## src/scqm_defs.vh

```
// constants for the stream class-of-service queue mapper
`ifndef SCQM_DEFS_VH
`define SCQM_DEFS_VH
`define SCQM_COS_W      8
`define SCQM_ID_W       8
`define SCQM_TAG_W      16
`define SCQM_FLOW_W     4
`define SCQM_ACT_DEPTH  8
`define SCQM_RST_FLOW   4'h0
`endif

```

## src/scqm_mapper.v

```verilog
// stream class-of-service mapper: queue selection and per-stream gating
`timescale 1ns/1ps
`include "scqm_defs.vh"
module scqm_mapper #(
   parameter ID_W    = `SCQM_ID_W,
   parameter COS_W   = `SCQM_COS_W,
   parameter TAG_W   = `SCQM_TAG_W,
   parameter FLOW_W  = `SCQM_FLOW_W,
   parameter QSEL_W  = 2,
   parameter DEPTH   = `SCQM_ACT_DEPTH
) (
   // clock and reset
   input  wire                    clk_sys,
   input  wire                    srst,
   // outgoing segment request
   input  wire                    txValid,
   input  wire                    txFirst,
   input  wire                    txLast,
   input  wire [ID_W-1:0]         txDestId,
   input  wire [COS_W-1:0]        txCos,
   input  wire [TAG_W-1:0]        txTag,
   output reg                     txReady,
   // mapped outgoing segment
   output reg                     outValid,
   output reg                     outFirst,
   output reg                     outLast,
   output reg  [QSEL_W-1:0]       outQueue,
   output reg  [FLOW_W-1:0]       outFlow,
   output reg  [ID_W+COS_W+TAG_W-1:0] outKey,
   // queue to flow label table load
   input  wire                    mapWe,
   input  wire [QSEL_W-1:0]       mapIdx,
   input  wire [FLOW_W-1:0]       mapFlow,
   // incoming segment classification
   input  wire                    rxValid,
   input  wire [ID_W-1:0]         rxSrcId,
   input  wire [COS_W-1:0]        rxCos,
   input  wire [TAG_W-1:0]        rxTag,
   output reg                     inValid,
   output reg  [QSEL_W-1:0]       inQueue,
   output reg  [ID_W+COS_W+TAG_W-1:0] inKey,
   // status
   output reg                     busyFull
);
   localparam NQ   = 1 << QSEL_W;
   localparam KW   = ID_W + COS_W + TAG_W;
   localparam IDXW = (DEPTH > 1) ? $clog2(DEPTH) : 1;

   // ----------------------------------------
   // helpers
   // ----------------------------------------
   // the queue index is the QSEL_W most significant service class bits
   function [QSEL_W-1:0] binOf;
      input [COS_W-1:0] cos;
      begin
         binOf = cos[COS_W-1 -: QSEL_W];
      end
   endfunction

   // one key layout for both directions: id, class, tag
   function [KW-1:0] keyOf;
      input [ID_W-1:0]  id;
      input [COS_W-1:0] cos;
      input [TAG_W-1:0] tag;
      begin
         keyOf = {id, cos, tag};
      end
   endfunction

   function keyMatch;
      input          vld;
      input [KW-1:0] a;
      input [KW-1:0] b;
      begin
         keyMatch = vld && (a == b);
      end
   endfunction

   // ----------------------------------------
   // state
   // ----------------------------------------
   reg [FLOW_W-1:0] flowMap_r [0:NQ-1];
   reg [KW-1:0]     actKey_r  [0:DEPTH-1];
   reg [DEPTH-1:0]  actVld_r;
   reg              inUnit_r;
   reg [QSEL_W-1:0] curQ_r;
   reg [FLOW_W-1:0] curFlow_r;
   reg [KW-1:0]     curKey_r;

   wire [KW-1:0] txKey = keyOf(txDestId, txCos, txTag);
   reg           hit;
   reg           freeFound;
   reg [IDXW-1:0] freeIdx;
   integer i;
   integer j;
   integer r;
   integer m;
   reg [DEPTH-1:0] actVld_nxt;
   reg             inUnit_nxt;
   reg             slotWe;

   always @* begin
      hit = 1'b0;
      freeFound = 1'b0;
      freeIdx = {IDXW{1'b0}};
      for (i = 0; i < DEPTH; i = i + 1) begin
         if (keyMatch(actVld_r[i], actKey_r[i], txKey))
            hit = 1'b1;
         if (!actVld_r[i] && !freeFound) begin
            freeFound = 1'b1;
            freeIdx = i[IDXW-1:0];
         end
      end
   end

   // a first segment of a stream already in flight stalls here
   wire startOk = !inUnit_r && txFirst && !hit && freeFound;
   wire contOk  = inUnit_r && !txFirst;
   wire accept  = txValid && (startOk || contOk);
   wire [QSEL_W-1:0] newQ = binOf(txCos);

   // ----------------------------------------
   // transmit path
   // ----------------------------------------
   // single-segment units never hold a slot
   always @* begin
      actVld_nxt = actVld_r;
      inUnit_nxt = inUnit_r;
      slotWe     = 1'b0;
      if (accept && startOk && !txLast) begin
         inUnit_nxt          = 1'b1;
         slotWe              = 1'b1;
         actVld_nxt[freeIdx] = 1'b1;
      end
      if (accept && contOk && txLast)
         inUnit_nxt = 1'b0;
      for (j = 0; j < DEPTH; j = j + 1)
         if (accept && contOk && txLast
             && keyMatch(actVld_r[j], actKey_r[j], curKey_r))
            actVld_nxt[j] = 1'b0;
   end

   always @(posedge clk_sys) begin
      if (srst) begin
         for (r = 0; r < DEPTH; r = r + 1)
            actKey_r[r] <= {KW{1'b0}};
         actVld_r <= {DEPTH{1'b0}};
         inUnit_r <= 1'b0;
      end else begin
         actVld_r <= actVld_nxt;
         inUnit_r <= inUnit_nxt;
         if (slotWe)
            actKey_r[freeIdx] <= txKey;
      end
   end

   // ----------------------------------------
   // queue to flow label table
   // ----------------------------------------
   always @(posedge clk_sys) begin
      if (srst) begin
         for (m = 0; m < NQ; m = m + 1)
            flowMap_r[m] <= `SCQM_RST_FLOW;
      end else if (mapWe) begin
         // a write lands for the next unit; an open unit keeps its label
         flowMap_r[mapIdx] <= mapFlow;
      end
   end

   // ----------------------------------------
   // mapped output
   // ----------------------------------------
   always @(posedge clk_sys) begin
      if (srst) begin
         curQ_r    <= {QSEL_W{1'b0}};
         curFlow_r <= {FLOW_W{1'b0}};
         curKey_r  <= {KW{1'b0}};
         outValid  <= 1'b0;
         outFirst  <= 1'b0;
         outLast   <= 1'b0;
         outQueue  <= {QSEL_W{1'b0}};
         outFlow   <= {FLOW_W{1'b0}};
         outKey    <= {KW{1'b0}};
      end else begin
         outValid <= accept;
         outFirst <= accept && txFirst;
         outLast  <= accept && txLast;
         if (accept && startOk) begin
            // selection latched once so later segments cannot drift
            curQ_r    <= newQ;
            curFlow_r <= flowMap_r[newQ];
            curKey_r  <= txKey;
            outQueue  <= newQ;
            outFlow   <= flowMap_r[newQ];
            outKey    <= txKey;
         end else if (accept) begin
            outQueue <= curQ_r;
            outFlow  <= curFlow_r;
            outKey   <= curKey_r;
         end
      end
   end

   // ----------------------------------------
   // status
   // ----------------------------------------
   always @(posedge clk_sys) begin
      if (srst) begin
         txReady  <= 1'b0;
         busyFull <= 1'b0;
      end else begin
         // a hint only: acceptance never waits on it
         txReady  <= inUnit_r ? 1'b1 : (freeFound && !hit);
         busyFull <= &actVld_r;
      end
   end

   // ----------------------------------------
   // receive classification
   // ----------------------------------------
   always @(posedge clk_sys) begin
      if (srst) begin
         inValid <= 1'b0;
         inQueue <= {QSEL_W{1'b0}};
         inKey   <= {KW{1'b0}};
      end else begin
         inValid <= rxValid;
         // arrivals fan out by class for later re-injection
         inQueue <= binOf(rxCos);
         inKey   <= keyOf(rxSrcId, rxCos, rxTag);
      end
   end
endmodule

```

## config.mk

```make
export PLATFORM = sky130hd
export DESIGN_NAME = scqm_mapper
export DESIGN_NICKNAME = d
export VERILOG_FILES = /design/src/scqm_mapper.v
export VERILOG_INCLUDE_DIRS = /design/src /design/src/src
export SDC_FILE = /design/constraint.sdc
export NUM_CORES = 1
export LEC_CHECK = 0
export ABC_AREA = 1
export CORE_ASPECT_RATIO = 2
export CORE_MARGIN = 3
export CORE_UTILIZATION = 30
export DETAILED_ROUTE_END_ITERATION = 8
export DONT_BUFFER_PORTS = 1
export GPL_TIMING_DRIVEN = 0
export PLACE_DENSITY_LB_ADDON = 0.1
export SETUP_SLACK_MARGIN = 0.02
export SLEW_MARGIN = 20
export SYNTH_ARGS = -nofsm -noshare
export SYNTH_HDL_FRONTEND = slang
export SYNTH_SLANG_ARGS = --single-unit
export TNS_END_PERCENT = 5
```

## constraint.sdc

```tcl
create_clock -name clk_sys -period 11.38 [get_ports clk_sys]
set_input_delay 1.138 -clock clk_sys [delete_from_list [all_inputs] [get_ports clk_sys]]
set_output_delay 1.138 -clock clk_sys [all_outputs]
set_load 0.005 [all_outputs]
```

After elaboration in Yosys (flattened, before gate mapping)
Memory sizes are Yosys's and may differ from the RTL's.
Index checks and enable logic that the tools add are counted.
{"block": "op_classes", "n_eq_ne": 16, "n_reduce_logical": 75, "n_lt_le_gt_ge": 2, "n_bitwise": 1, "muxes": 47}
{"op": "$eq 32x32->1", "n": 16}
{"op": "$mux 32", "n": 3}
{"op": "$logic_and 1x1->1", "n": 44}
{"op": "$reduce_or 32->1", "n": 1}
{"op": "$mux 1", "n": 30}
{"op": "$mux 3", "n": 7}
{"op": "$reduce_or 2->1", "n": 9}
{"op": "$logic_not 1->1", "n": 17}
{"op": "$mux 4", "n": 3}
{"op": "$or 8x8->8", "n": 1}
{"op": "$reduce_and 8->1", "n": 1}
{"op": "$mux 2", "n": 3}
{"op": "$lt 3x4->1 const B", "n": 1}
{"op": "$reduce_or 4->1", "n": 1}
{"op": "$demux 1 s3", "n": 1}
{"op": "$ge 3x1->1 const B", "n": 1}
{"op": "$reduce_bool 2->1", "n": 1}
{"op": "$logic_or 1x1->1", "n": 1}
{"block": "word_totals", "elab_cells": 166, "n_memories": 2, "regBits": 125, "output_inout_bits": 78, "mem_bits_rw": 272, "inputBits": 77}
{"name": "actKey_r", "depth": 8, "word_bits": 32, "read_ports": 8, "rd_ports_with_merged_regs": 0, "wr": 8, "line_no": "scqm_mapper.v:83", "source": "reg [KW-1:0] actKey_r [0:DEPTH-1];"}
{"name": "flowMap_r", "depth": 4, "word_bits": 4, "read_ports": 1, "rd_ports_with_merged_regs": 0, "wr": 4, "line_no": "scqm_mapper.v:82", "source": "reg [FLOW_W-1:0] flowMap_r [0:NQ-1];"}

Longest topological paths before layout
Gate-level depths: netlist of the first run.
{"block": "depth", "depth_word": 32, "depth_mapped": 19, "mapped_depth_nobuf": 17}

Least setup slack after synthesis of the first run
Ideal clock, no wire load.
{"block": "synth_path", "path_kind": "in2reg", "startpoint": "in txCos[4]", "endpoint": "mem actKey_r[7][0] (netlist bit) (enable)", "arrival_ns": 4.830, "n_path_buf": 2, "required_ns": 10.914, "setup_time_ns": 0.466, "path_stages": 13, "slack_ns": 6.084, "path_cell_list": "buf_2 -> inv_2 -> buf_2 -> nand2_1 -> o211ai_1 -> nor2_1 -> nand3_1 -> nor2_1 -> nor2_2 -> nand4_4 -> nor2_8 -> inv_1 -> o21ai_0"}
{"item": "start: declaration", "line_no": "scqm_mapper.v:20", "source": "input wire [COS_W-1:0] txCos,"}
{"item": "end: declaration", "line_no": "scqm_mapper.v:83"}

==> impl_metrics.json, run 1 <==
{
  "status": "finished, final reports clean",
  "syn_nets": 2737,
  "via_per_inst": 5.61,
  "drtAntennaViolNets": 0,
  "nets": 2789,
  "max_cap_violations": 0,
  "first_pass_iters": 5,
  "areaGrowthSynthToFinish_pct": 12.8,
  "fin_crit_sh_pct": 43.4,
  "cts_hold_buf": 0,
  "cts_buffers": 42,
  "fin_cells": 3651,
  "rr_worst_depth": 15,
  "syn_area_um2": 21200,
  "yosysSeqAreaShare_pct": 49.7,
  "synth_seq_cells": 391,
  "ir_drop_mv": 0.182,
  "avgSynthCellArea_um2": 7.98,
  "critPathLaunch": "txTag[8]",
  "antenna_found_initial": 3,
  "grt_max_degree": 33,
  "clk_latency_ps": 630,
  "num_io_pins": 155,
  "dpl_cell_area_um2": 22600,
  "power_density_nw_per_um2": 151,
  "design_area_um2": 23900,
  "cts.sinks": 391,
  "fin_setup_tns_ps": 0,
  "hold_viol_final": 0,
  "portBuffers": 0,
  "dp_hpwl_mm": 111,
  "seq_area_um2": 10600,
  "synthDistinctLibCells": 42,
  "yosysWarnings": 0,
  "postCtsSetupBuffers": 0,
  "cp.arrival_ps": 5190,
  "nFillCells": 7457,
  "r2r_start": "actKey_r[3][26]",
  "finClkSkew_ps": 27.1,
  "drt_first_iter_violations": 1805,
  "crit_type": "input port to flop",
  "grt_pass1_wl_mm": 188,
  "synth_area_leader_cell": "edfxtp_1",
  "cp-start-kind": "input port",
  "place_congestion": 1.07,
  "htree_levels": 2,
  "rsz0062_at_grt": "no",
  "crit_required_ps": 11630,
  "cp-endpoint": "actKey_r[1][6]",
  "place_inst": 3570,
  "finalMaxSlewViolations": 0,
  "synthCells": 2660,
  "route.detailed.drc": 0,
  "setup_violations": 0,
  "cp_max_fo": 32,
  "multi_input_area_um2": 8670,
  "hold_ws_ps": 538,
  "rr_endpoint": "actKey_r[1][6]",
  "cts_resized": 0,
  "die-area_um2": 74200,
  "synth_edf_count": 272,
  "die_x_um": 194,
  "row_count": 137,
  "power.leakage_nw": 9.94,
  "grt_remaining_overflow": 0,
  "drt_wl_total_mm": 145,
  "yosys_most_used_dff": "edfxtp_1",
  "cts_max_path_buffers": 3,
  "num_vias": 20500,
  "reg2reg_slack_ps": 6690,
  "post-route-min-period_ps": 4940,
  "path_clk_slew_ps": 70,
  "drive_gt1_share_pct": 8.78,
  "root_buffer": "clkbuf_16",
  "die_h_um": 382,
  "synth_top_area_share_pct": 38.5,
  "grt_usage_pct": 38.2,
  "wl_per_cell_um": 39.8,
  "max_freq_mhz": 202,
  "worstMarginPinSlew_ps": 1250,
  "hp-class": "flop to flop",
  "relSlewSlack_pct": 16.5,
  "async_reset_ff_share_pct": 0,
  "core-area_um2": 69900,
  "start_util_pct": 30.4,
  "grt_pass1_vias": 20700,
  "cts_tree": "built",
  "crit_path_end_kind": "flop",
  "synth.area.top_cells": "edfxtp_1 (38%), dfxtp_1 (11%), nand2_1 (11%), nor2_1 (9.1%), inv_1 (5.0%)"
}
## kinds of logic after synthesis
kind of cell,after synthesis,synth area share (%)
AOI/OAI and AO/OA,345,9.69
buffers and inverters,480,9.67
DFF,391,49.7
and+or+nand+nor,1314,25.6
xor gates and xnor gates,130,5.36
## flip-flops by register name, indices dropped and copies added (netlist names)
register / flops
actKey_r: 256
actVld_r: 8
busyFull: 1
curFlow_r: 4
curKey_r: 31
curQ_r: 1
flowMap_r: 16
inKey: 31
inQueue: 1
inUnit_r: 1
inValid: 1
outFirst: 1
outFlow: 4
outKey: 31
outLast: 1
outQueue: 1
outValid: 1
txReady: 1
## metrics by stage
| stage | power [W] | utilization [%] | worst slack, ps |
|---|---|---|---|
| 2_1_floorplan | 0.00192 | - | 6080 |
| 3_3_place_gp | 0.00220 | 32.0 | 2970 |
| 3_5_place_dp | 0.00221 | 32.3 | 5810 |
| 4_1_cts | 0.00362 | 34.2 | 6460 |
| 5_1_grt | 0.00370 | 34.2 | 6340 |
| 6_report | 0.00362 | 34.2 | 6440 |
## Yosys cell counts (2+ instances only)
cell and n:
nand3b_1 5, o2111ai_1 3, clkbuf_1 53, clkinv_1 13, o21ai_1 8, or2_2 5, nor2_2 2, nor2_1 513
buf_4 32, inv_2 27, nor3_1 7, o211ai_1 5, and2_1 2, nand2_1 627, nand4_1 47, buf_2 62
buf_6 7, a32o_1 4, nand4_4 7, nand3_2 2, nor4_1 37, xnor2_1 100, a21oi_1 66, o221ai_1 4
edfxtp_1 272, a221oi_1 26, nand3_1 54, o21ai_0 95, o22ai_1 131, xor2_1 30, inv_1 285, dfxtp_1 119
## worst max-delay path, stage by stage
cell     delay [ps]
buf_4           250
inv_2           390
buf_2           630
nand2_1         120
nand4_1         130
nor2_1           50
nand2_1          60
nor2_1          170
nand2_1         220
nand2_1          70
nand2_1         150
nand3_1         140
nor2_2          360
buf_2           330
nand4_1         210
nand2_2         690
## worst min-delay path by stage
stage                            start      endpoint  slack [ps]  cells past startpoint
final                         inUnit_r      inUnit_r         540                      2
after CTS                 curFlow_r[0]  curFlow_r[0]         540                      4
after global placement        inUnit_r      inUnit_r         510                      2
after floorplan            actVld_r[4]   actVld_r[4]         460                      2
after global routing          inUnit_r      inUnit_r         580                      2
after detailed placement  curFlow_r[0]  curFlow_r[0]         530                      4
## final cells by class
type | instances | share of cell area [%]
repair buffers | 8 | 0.664
multi-input cells | 1789 | 36.2
clock buffers | 62 | 5.03
diodes | 2 | 0.0209
well taps | 903 | 4.72
inverters | 325 | 5.10
clock inverters | 16 | 0.638
flip-flops and latches | 391 | 44.1
plain buffers | 155 | 3.54
## layer usage
layer / vias to the layer above / part of all wire [%] / GRT usage, %
li1: 8811 / - / -
met1: 10100 / 31 / 36.0
met2: 1110 / 49 / 67.1
met3: 515 / 5.5 / 6.44
met4: 0 / 14 / 40.5
met5: - / 0 / 0
## power by group
part	total [W]	switching, W	internal, W
registers	0.00165	0.0000667	0.00158
clock network	0.00143	0.000657	0.000768
logic	0.000544	0.000415	0.000128
## cell usage in the layout, fill, tap and decap left out, types with 6 or more instances in the layout
cell type and instances:
edfxtp_1 272, nand2_2 8, xor2_1 30, a221oi_1 26, a21oi_1 66, nand2_1 620
o21ai_0 93, buf_12 6, xnor2_1 100, inv_2 27, nor3_1 7, dfxtp_1 119
nand3_1 54, clkbuf_1 52, nand4_1 47, inv_1 285, clkbuf_2 13, o22ai_1 130
buf_6 8, o21ai_1 9, buf_4 32, buf_2 62, nand4_4 7, clkinv_1 16
clkbuf_16 44, nor2_1 513, clkinv_2 6, nor4_1 36
Power figures use the tool's default switching activity.
==> inputs of run 2 (changes only) <==
clock period = 5.1 ns   (was 11.38 ns; I/O delays follow)
==> run 2 against run 1 <==
Effect of this change:
- wire length increased by 0.26%
- count of clock-buffer cells in the layout stayed put
- die area is the same
- final area is 1.3% higher
- register-to-register slack worse by 6300 ps
- cell count rose by 0.85%
- critical endpoint unchanged
- largest cell class unchanged
==> impl_metrics.json, run 2 (synthesis gave the netlist of run 1 again) <==
{
  "status": "finished, final reports clean",
  "utilization_pct": 34.7,
  "use_met2_pct": 67.5,
  "regMostFlops": "actKey_r",
  "htree_levels": 2,
  "final_common_cell": "nand2_1",
  "cp-start-kind": "flop",
  "cp.arrival_ps": 4950,
  "hp-class": "input port to flop",
  "clk_latency_ps": 630,
  "ir_drop_mv": 0.409,
  "power.switching_w": 0.00255,
  "crit_path_end_kind": "flop",
  "relSlewSlack_pct": 15.1,
  "grt_remaining_overflow": 0,
  "cts.sinks": 391,
  "largest_reg_flops": 256,
  "grt.met1_usage_pct": 36.2,
  "dp_slack_ps": 159,
  "drt_first_iter_violations": 1854,
  "via_per_inst": 5.61,
  "cts_resized": 0,
  "drt_wl_total_mm": 146,
  "rsz0062_at_grt": "no",
  "cp_common_cell": "nand2_1",
  "drtAntennaViolNets": 0,
  "die-area_um2": 74200,
  "seq_power_share_pct": 45.5,
  "hold_viol_final": 0,
  "comb_power_share_pct": 15.2,
  "grt_pass1_wl_mm": 189,
  "fin_crit_sh_pct": 92.4,
  "max_freq_mhz": 212,
  "setup_violations": 0,
  "wl_per_cell_um": 39.6,
  "crit_required_ps": 5340,
  "core-area_um2": 69900,
  "slowest_delay_ps": 720,
  "post-route-min-period_ps": 4710,
  "cts_max_path_buffers": 3,
  "areaGrowthSynthToFinish_pct": 14.2,
  "place_inst": 3570,
  "power_frac_clock_pct": 39.3,
  "rr_worst_depth": 15,
  "cp_max_fo": 32,
  "cts_tree": "built",
  "start_util_pct": 30.4,
  "root_buffer": "clkbuf_16",
  "cp_slowest_cell": "o21ai_1",
  "antenna_found_initial": 3,
  "busiest_layer": "met2",
  "row_count": 137,
  "path_clk_slew_ps": 70,
  "die_x_um": 194,
  "cts_buffers": 42,
  "fin_setup_tns_ps": 0,
  "netSwitchingFraction_pct": 31.5,
  "portBuffers": 0,
  "drive_gt1_share_pct": 8.68,
  "finClkSkew_ps": 25.7,
  "num_io_pins": 155,
  "max_cap_violations": 0,
  "worstPathCellList": "inv_1 -> o21ai_1 -> nor2_1 -> nand2_1 -> nor2_1 -> nand2_1 -> nor2_1 -> nand2_1 -> nand2_1 -> nor2_4 -> nand3_1 -> nor2_2 -> buf_2 -> nand4_1 -> nand2_2",
  "power.leakage_nw": 10.1,
  "grt_usage_pct": 38.4,
  "final_cell_mix": "nand2_1 (620), nor2_1 (513), inv_1 (285)",
  "crit_type": "flop to flop",
  "hold_depth": 2,
  "grt_max_degree": 33,
  "p_int_w": 0.00555,
  "power_density_nw_per_um2": 334,
  "layout_setup_ws_ps": 386,
  "num_vias": 20700,
  "place_congestion": 1.07,
  "worstMarginPinSlew_ps": 1270,
  "finalMaxSlewViolations": 0,
  "grt_use_met3_pct": 6.44,
  "first_pass_iters": 6,
  "dp_hpwl_mm": 111,
  "route.detailed.drc": 0,
  "die_h_um": 382,
  "nets": 2820,
  "grt_pass1_vias": 20800,
  "fin_cells": 3682
}
[run 2: cell count changes in the layout (fill, tap and decap cells not counted)]
cell and delta:
dlygate4sd3_1 +31
[run 2: critical path, delay by kind of cell, from the launching register on]
kind	cells	cell delay (ps)
AO/OA/AOI/OAI	1	720
buffers and inverters	2	490
flip-flops	1	580
AND/OR/NAND/NOR	12	2510
[run 2: layout make-up]
class	instances	area [um2]
Sequential cell	391	10600
Multi-Input combinational cell	1789	8670
Inverter	325	1220
Timing Repair Buffer	39	469
Buffer	155	848
Clock buffer	62	1200
Clock inverter	16	153
Fill cell	7425	45700
Antenna cell	2	5.00
Tap cell	903	1130
[run 2: final timing paths]
kind                                       from              to  slack [ps]
worst min register to register     curFlow_r[0]    curFlow_r[0]         540
worst max register to register  actKey_r[3][26]  actKey_r[1][6]         390
worst max-delay path            actKey_r[3][26]  actKey_r[1][6]         390
worst min-delay path                  rxTag[12]       inKey[12]          20
[run 2: power groups by stage]
stage	Clock, W	Combinational (W)	Sequential (W)
floorplan	0	0.000603	0.00367
global placement	0	0.00116	0.00375
detailed placement	0	0.00118	0.00375
CTS	0.00323	0.00120	0.00368
global route	0.00332	0.00127	0.00369
finish	0.00318	0.00123	0.00368
[run 2: metrics by stage]
step,hold slack [ps],cell area [um2],power (W)
after floorplan,463,21200,0.00427
after global placement,511,22400,0.00491
after detailed placement,525,22600,0.00492
after CTS,2.21,24200,0.00810
after global routing,13.8,24200,0.00827
final,20.1,24200,0.00809
[run 2: per-layer routing]
layer / wire (um) / part of all wire, %
met4: 19900 / 14
met1: 45100 / 31
met5: 0 / 0
met2: 72300 / 50
met3: 8400 / 5.8
[run 2: what timing repair did]
| action | CTS | global route |
|---|---|---|
| hold buffers | 31 | 0 |
| setup buffers | 0 | 0 |
| endpoints found under the hold margin | 31 | 0 |
==> inputs of run 3 (changes only) <==
clock period = 5.2 ns   (was 5.1 ns; I/O delays follow)
==> run 3 against run 2 <==
Effect of this change:
- clock skew barely moved
- combinational power hardly changed
- register-to-register slack improved by 100 ps
- maximum frequency about the same
- flip-flop and latch count did not move
- global-route usage about the same
- via count decreased by 0.16%
- non-clock buffer count shrank 3
- sequential power fell by 2%
- setup slack improved by 100 ps
- critical path depth unchanged
- die area is the same
- largest cell class unchanged
==> impl_metrics.json, run 3 (synthesis gave the netlist of run 1 again) <==
{
  "htree_levels": 2,
  "portBuffers": 0,
  "drtAntennaViolNets": 0,
  "first_pass_iters": 6,
  "regMostFlops": "actKey_r",
  "power.leakage_nw": 10.1,
  "die_h_um": 382,
  "cts_tree": "built",
  "final_common_cell": "nand2_1",
  "antenna_found_initial": 3,
  "core-area_um2": 69900,
  "hold_viol_final": 0,
  "cts.sinks": 391,
  "postCtsSetupBuffers": 0,
  "areaGrowthSynthToFinish_pct": 14.1,
  "die_x_um": 194,
  "cp_max_fo": 32,
  "post-route-min-period_ps": 4710,
  "route.detailed.drc": 0,
  "cp.arrival_ps": 4950,
  "grt_max_degree": 33,
  "grt_pass1_wl_mm": 188,
  "clk_latency_ps": 630,
  "grt_pass1_vias": 20800,
  "max_cap_violations": 0,
  "root_buffer": "clkbuf_16",
  "finalMaxSlewViolations": 0,
  "fin_crit_sh_pct": 90.7,
  "status": "finished, final reports clean",
  "cp-start-kind": "flop",
  "cts_max_path_buffers": 3,
  "crit_type": "flop to flop",
  "grt_remaining_overflow": 0,
  "crit_required_ps": 5440,
  "drive_gt1_share_pct": 8.69,
  "rsz0062_at_grt": "no",
  "hp-class": "input port to flop",
  "path_clk_slew_ps": 70,
  "crit_path_end_kind": "flop",
  "grt_usage_pct": 38.4,
  "power.total_w": 0.00794,
  "max_freq_mhz": 212,
  "start_util_pct": 30.4,
  "die-area_um2": 74200,
  "row_count": 137,
  "drt_wl_total_mm": 146,
  "largest_reg_flops": 256,
  "cts_buffers": 42,
  "fin_setup_tns_ps": 0,
  "num_vias": 20600,
  "nets": 2817,
  "worstMarginPinSlew_ps": 1260,
  "finClkSkew_ps": 25.9,
  "relSlewSlack_pct": 15.8,
  "ir_drop_mv": 0.401,
  "final_cell_mix": "nand2_1 (620), nor2_1 (513), inv_1 (285)",
  "dp_hpwl_mm": 111,
  "setup_violations": 0,
  "via_per_inst": 5.60,
  "drt_first_iter_violations": 1855,
  "place_congestion": 1.07,
  "wl_per_cell_um": 39.6,
  "power_density_nw_per_um2": 328,
  "num_io_pins": 155
}
-- run 3: cell count changes in the layout (fill, tap and decap cells not counted), sizes merged --
cell	delta
dlygate4sd3	-3
diode	+1
-- run 3: power breakdown --
| part | internal, W | switching [W] | leakage (nW) |
|---|---|---|---|
| clock network | 0.00168 | 0.00145 | 0.666 |
| logic | 0.000295 | 0.000914 | 5.61 |
| registers | 0.00346 | 0.000146 | 3.78 |
-- run 3: layout make-up --
class / count / area [um2]
Antenna cell: 3 / 7.51
Buffer: 155 / 848
Clock buffer: 62 / 1200
Clock inverter: 16 / 153
Fill cell: 7426 / 45700
Inverter: 325 / 1220
Multi-Input combinational cell: 1789 / 8670
Sequential cell: 391 / 10600
Tap cell: 903 / 1130
Timing Repair Buffer: 36 / 439
-- run 3: worst paths after layout --
path | from | endpoint | slack, ps | cells after the start
hold / removal | rxTag[6] | inKey[6] | 30 | 2
setup / recovery | actKey_r[3][26] | actKey_r[1][6] | 490 | 15
setup reg to reg | actKey_r[3][26] | actKey_r[1][6] | 490 | 15
hold reg to reg | inUnit_r | inUnit_r | 530 | 2
-- run 3: through the flow --
stage	instance area, um2	std cells	utilization (%)	worst slack [ps]	hold WS, ps
2_1_floorplan	21200	2660	-	522	463
3_3_place_gp	22400	3563	32.0	-2590	511
3_5_place_dp	22600	3570	32.3	249	525
4_1_cts	24200	3676	34.6	523	2.61
5_1_grt	24200	3677	34.6	414	23.2
6_report	24200	3680	34.6	486	25.8
-- run 3: what timing repair did --
action                                 CTS  global route
endpoints found under the hold margin   28             0
gates resized for setup                  0             0
hold buffers                            28             0
-- run 3: critical path: stages, from the launching register on --
cell	delay, ps
edfxtp_1	580
inv_1	160
o21ai_1	710
nor2_1	80
nand2_1	300
nor2_1	70
nand2_1	70
nor2_1	70
nand2_1	200
nand2_1	130
nor2_4	190
nand3_1	140
nor2_2	350
buf_2	330
nand4_1	220
nand2_2	700
-- run 3: metal layers --
layer  part of all wire, %  global-route usage [%]  routed length [um]  up-vias
met2                    50                    67.4               72500     1113
met4                    14                    40.3               19800        0
met3                   5.6                    6.45                8090      504
met5                     0                       0                   0        -
li1                      -                       -                   -     8874
met1                    31                    36.2               45300    10100
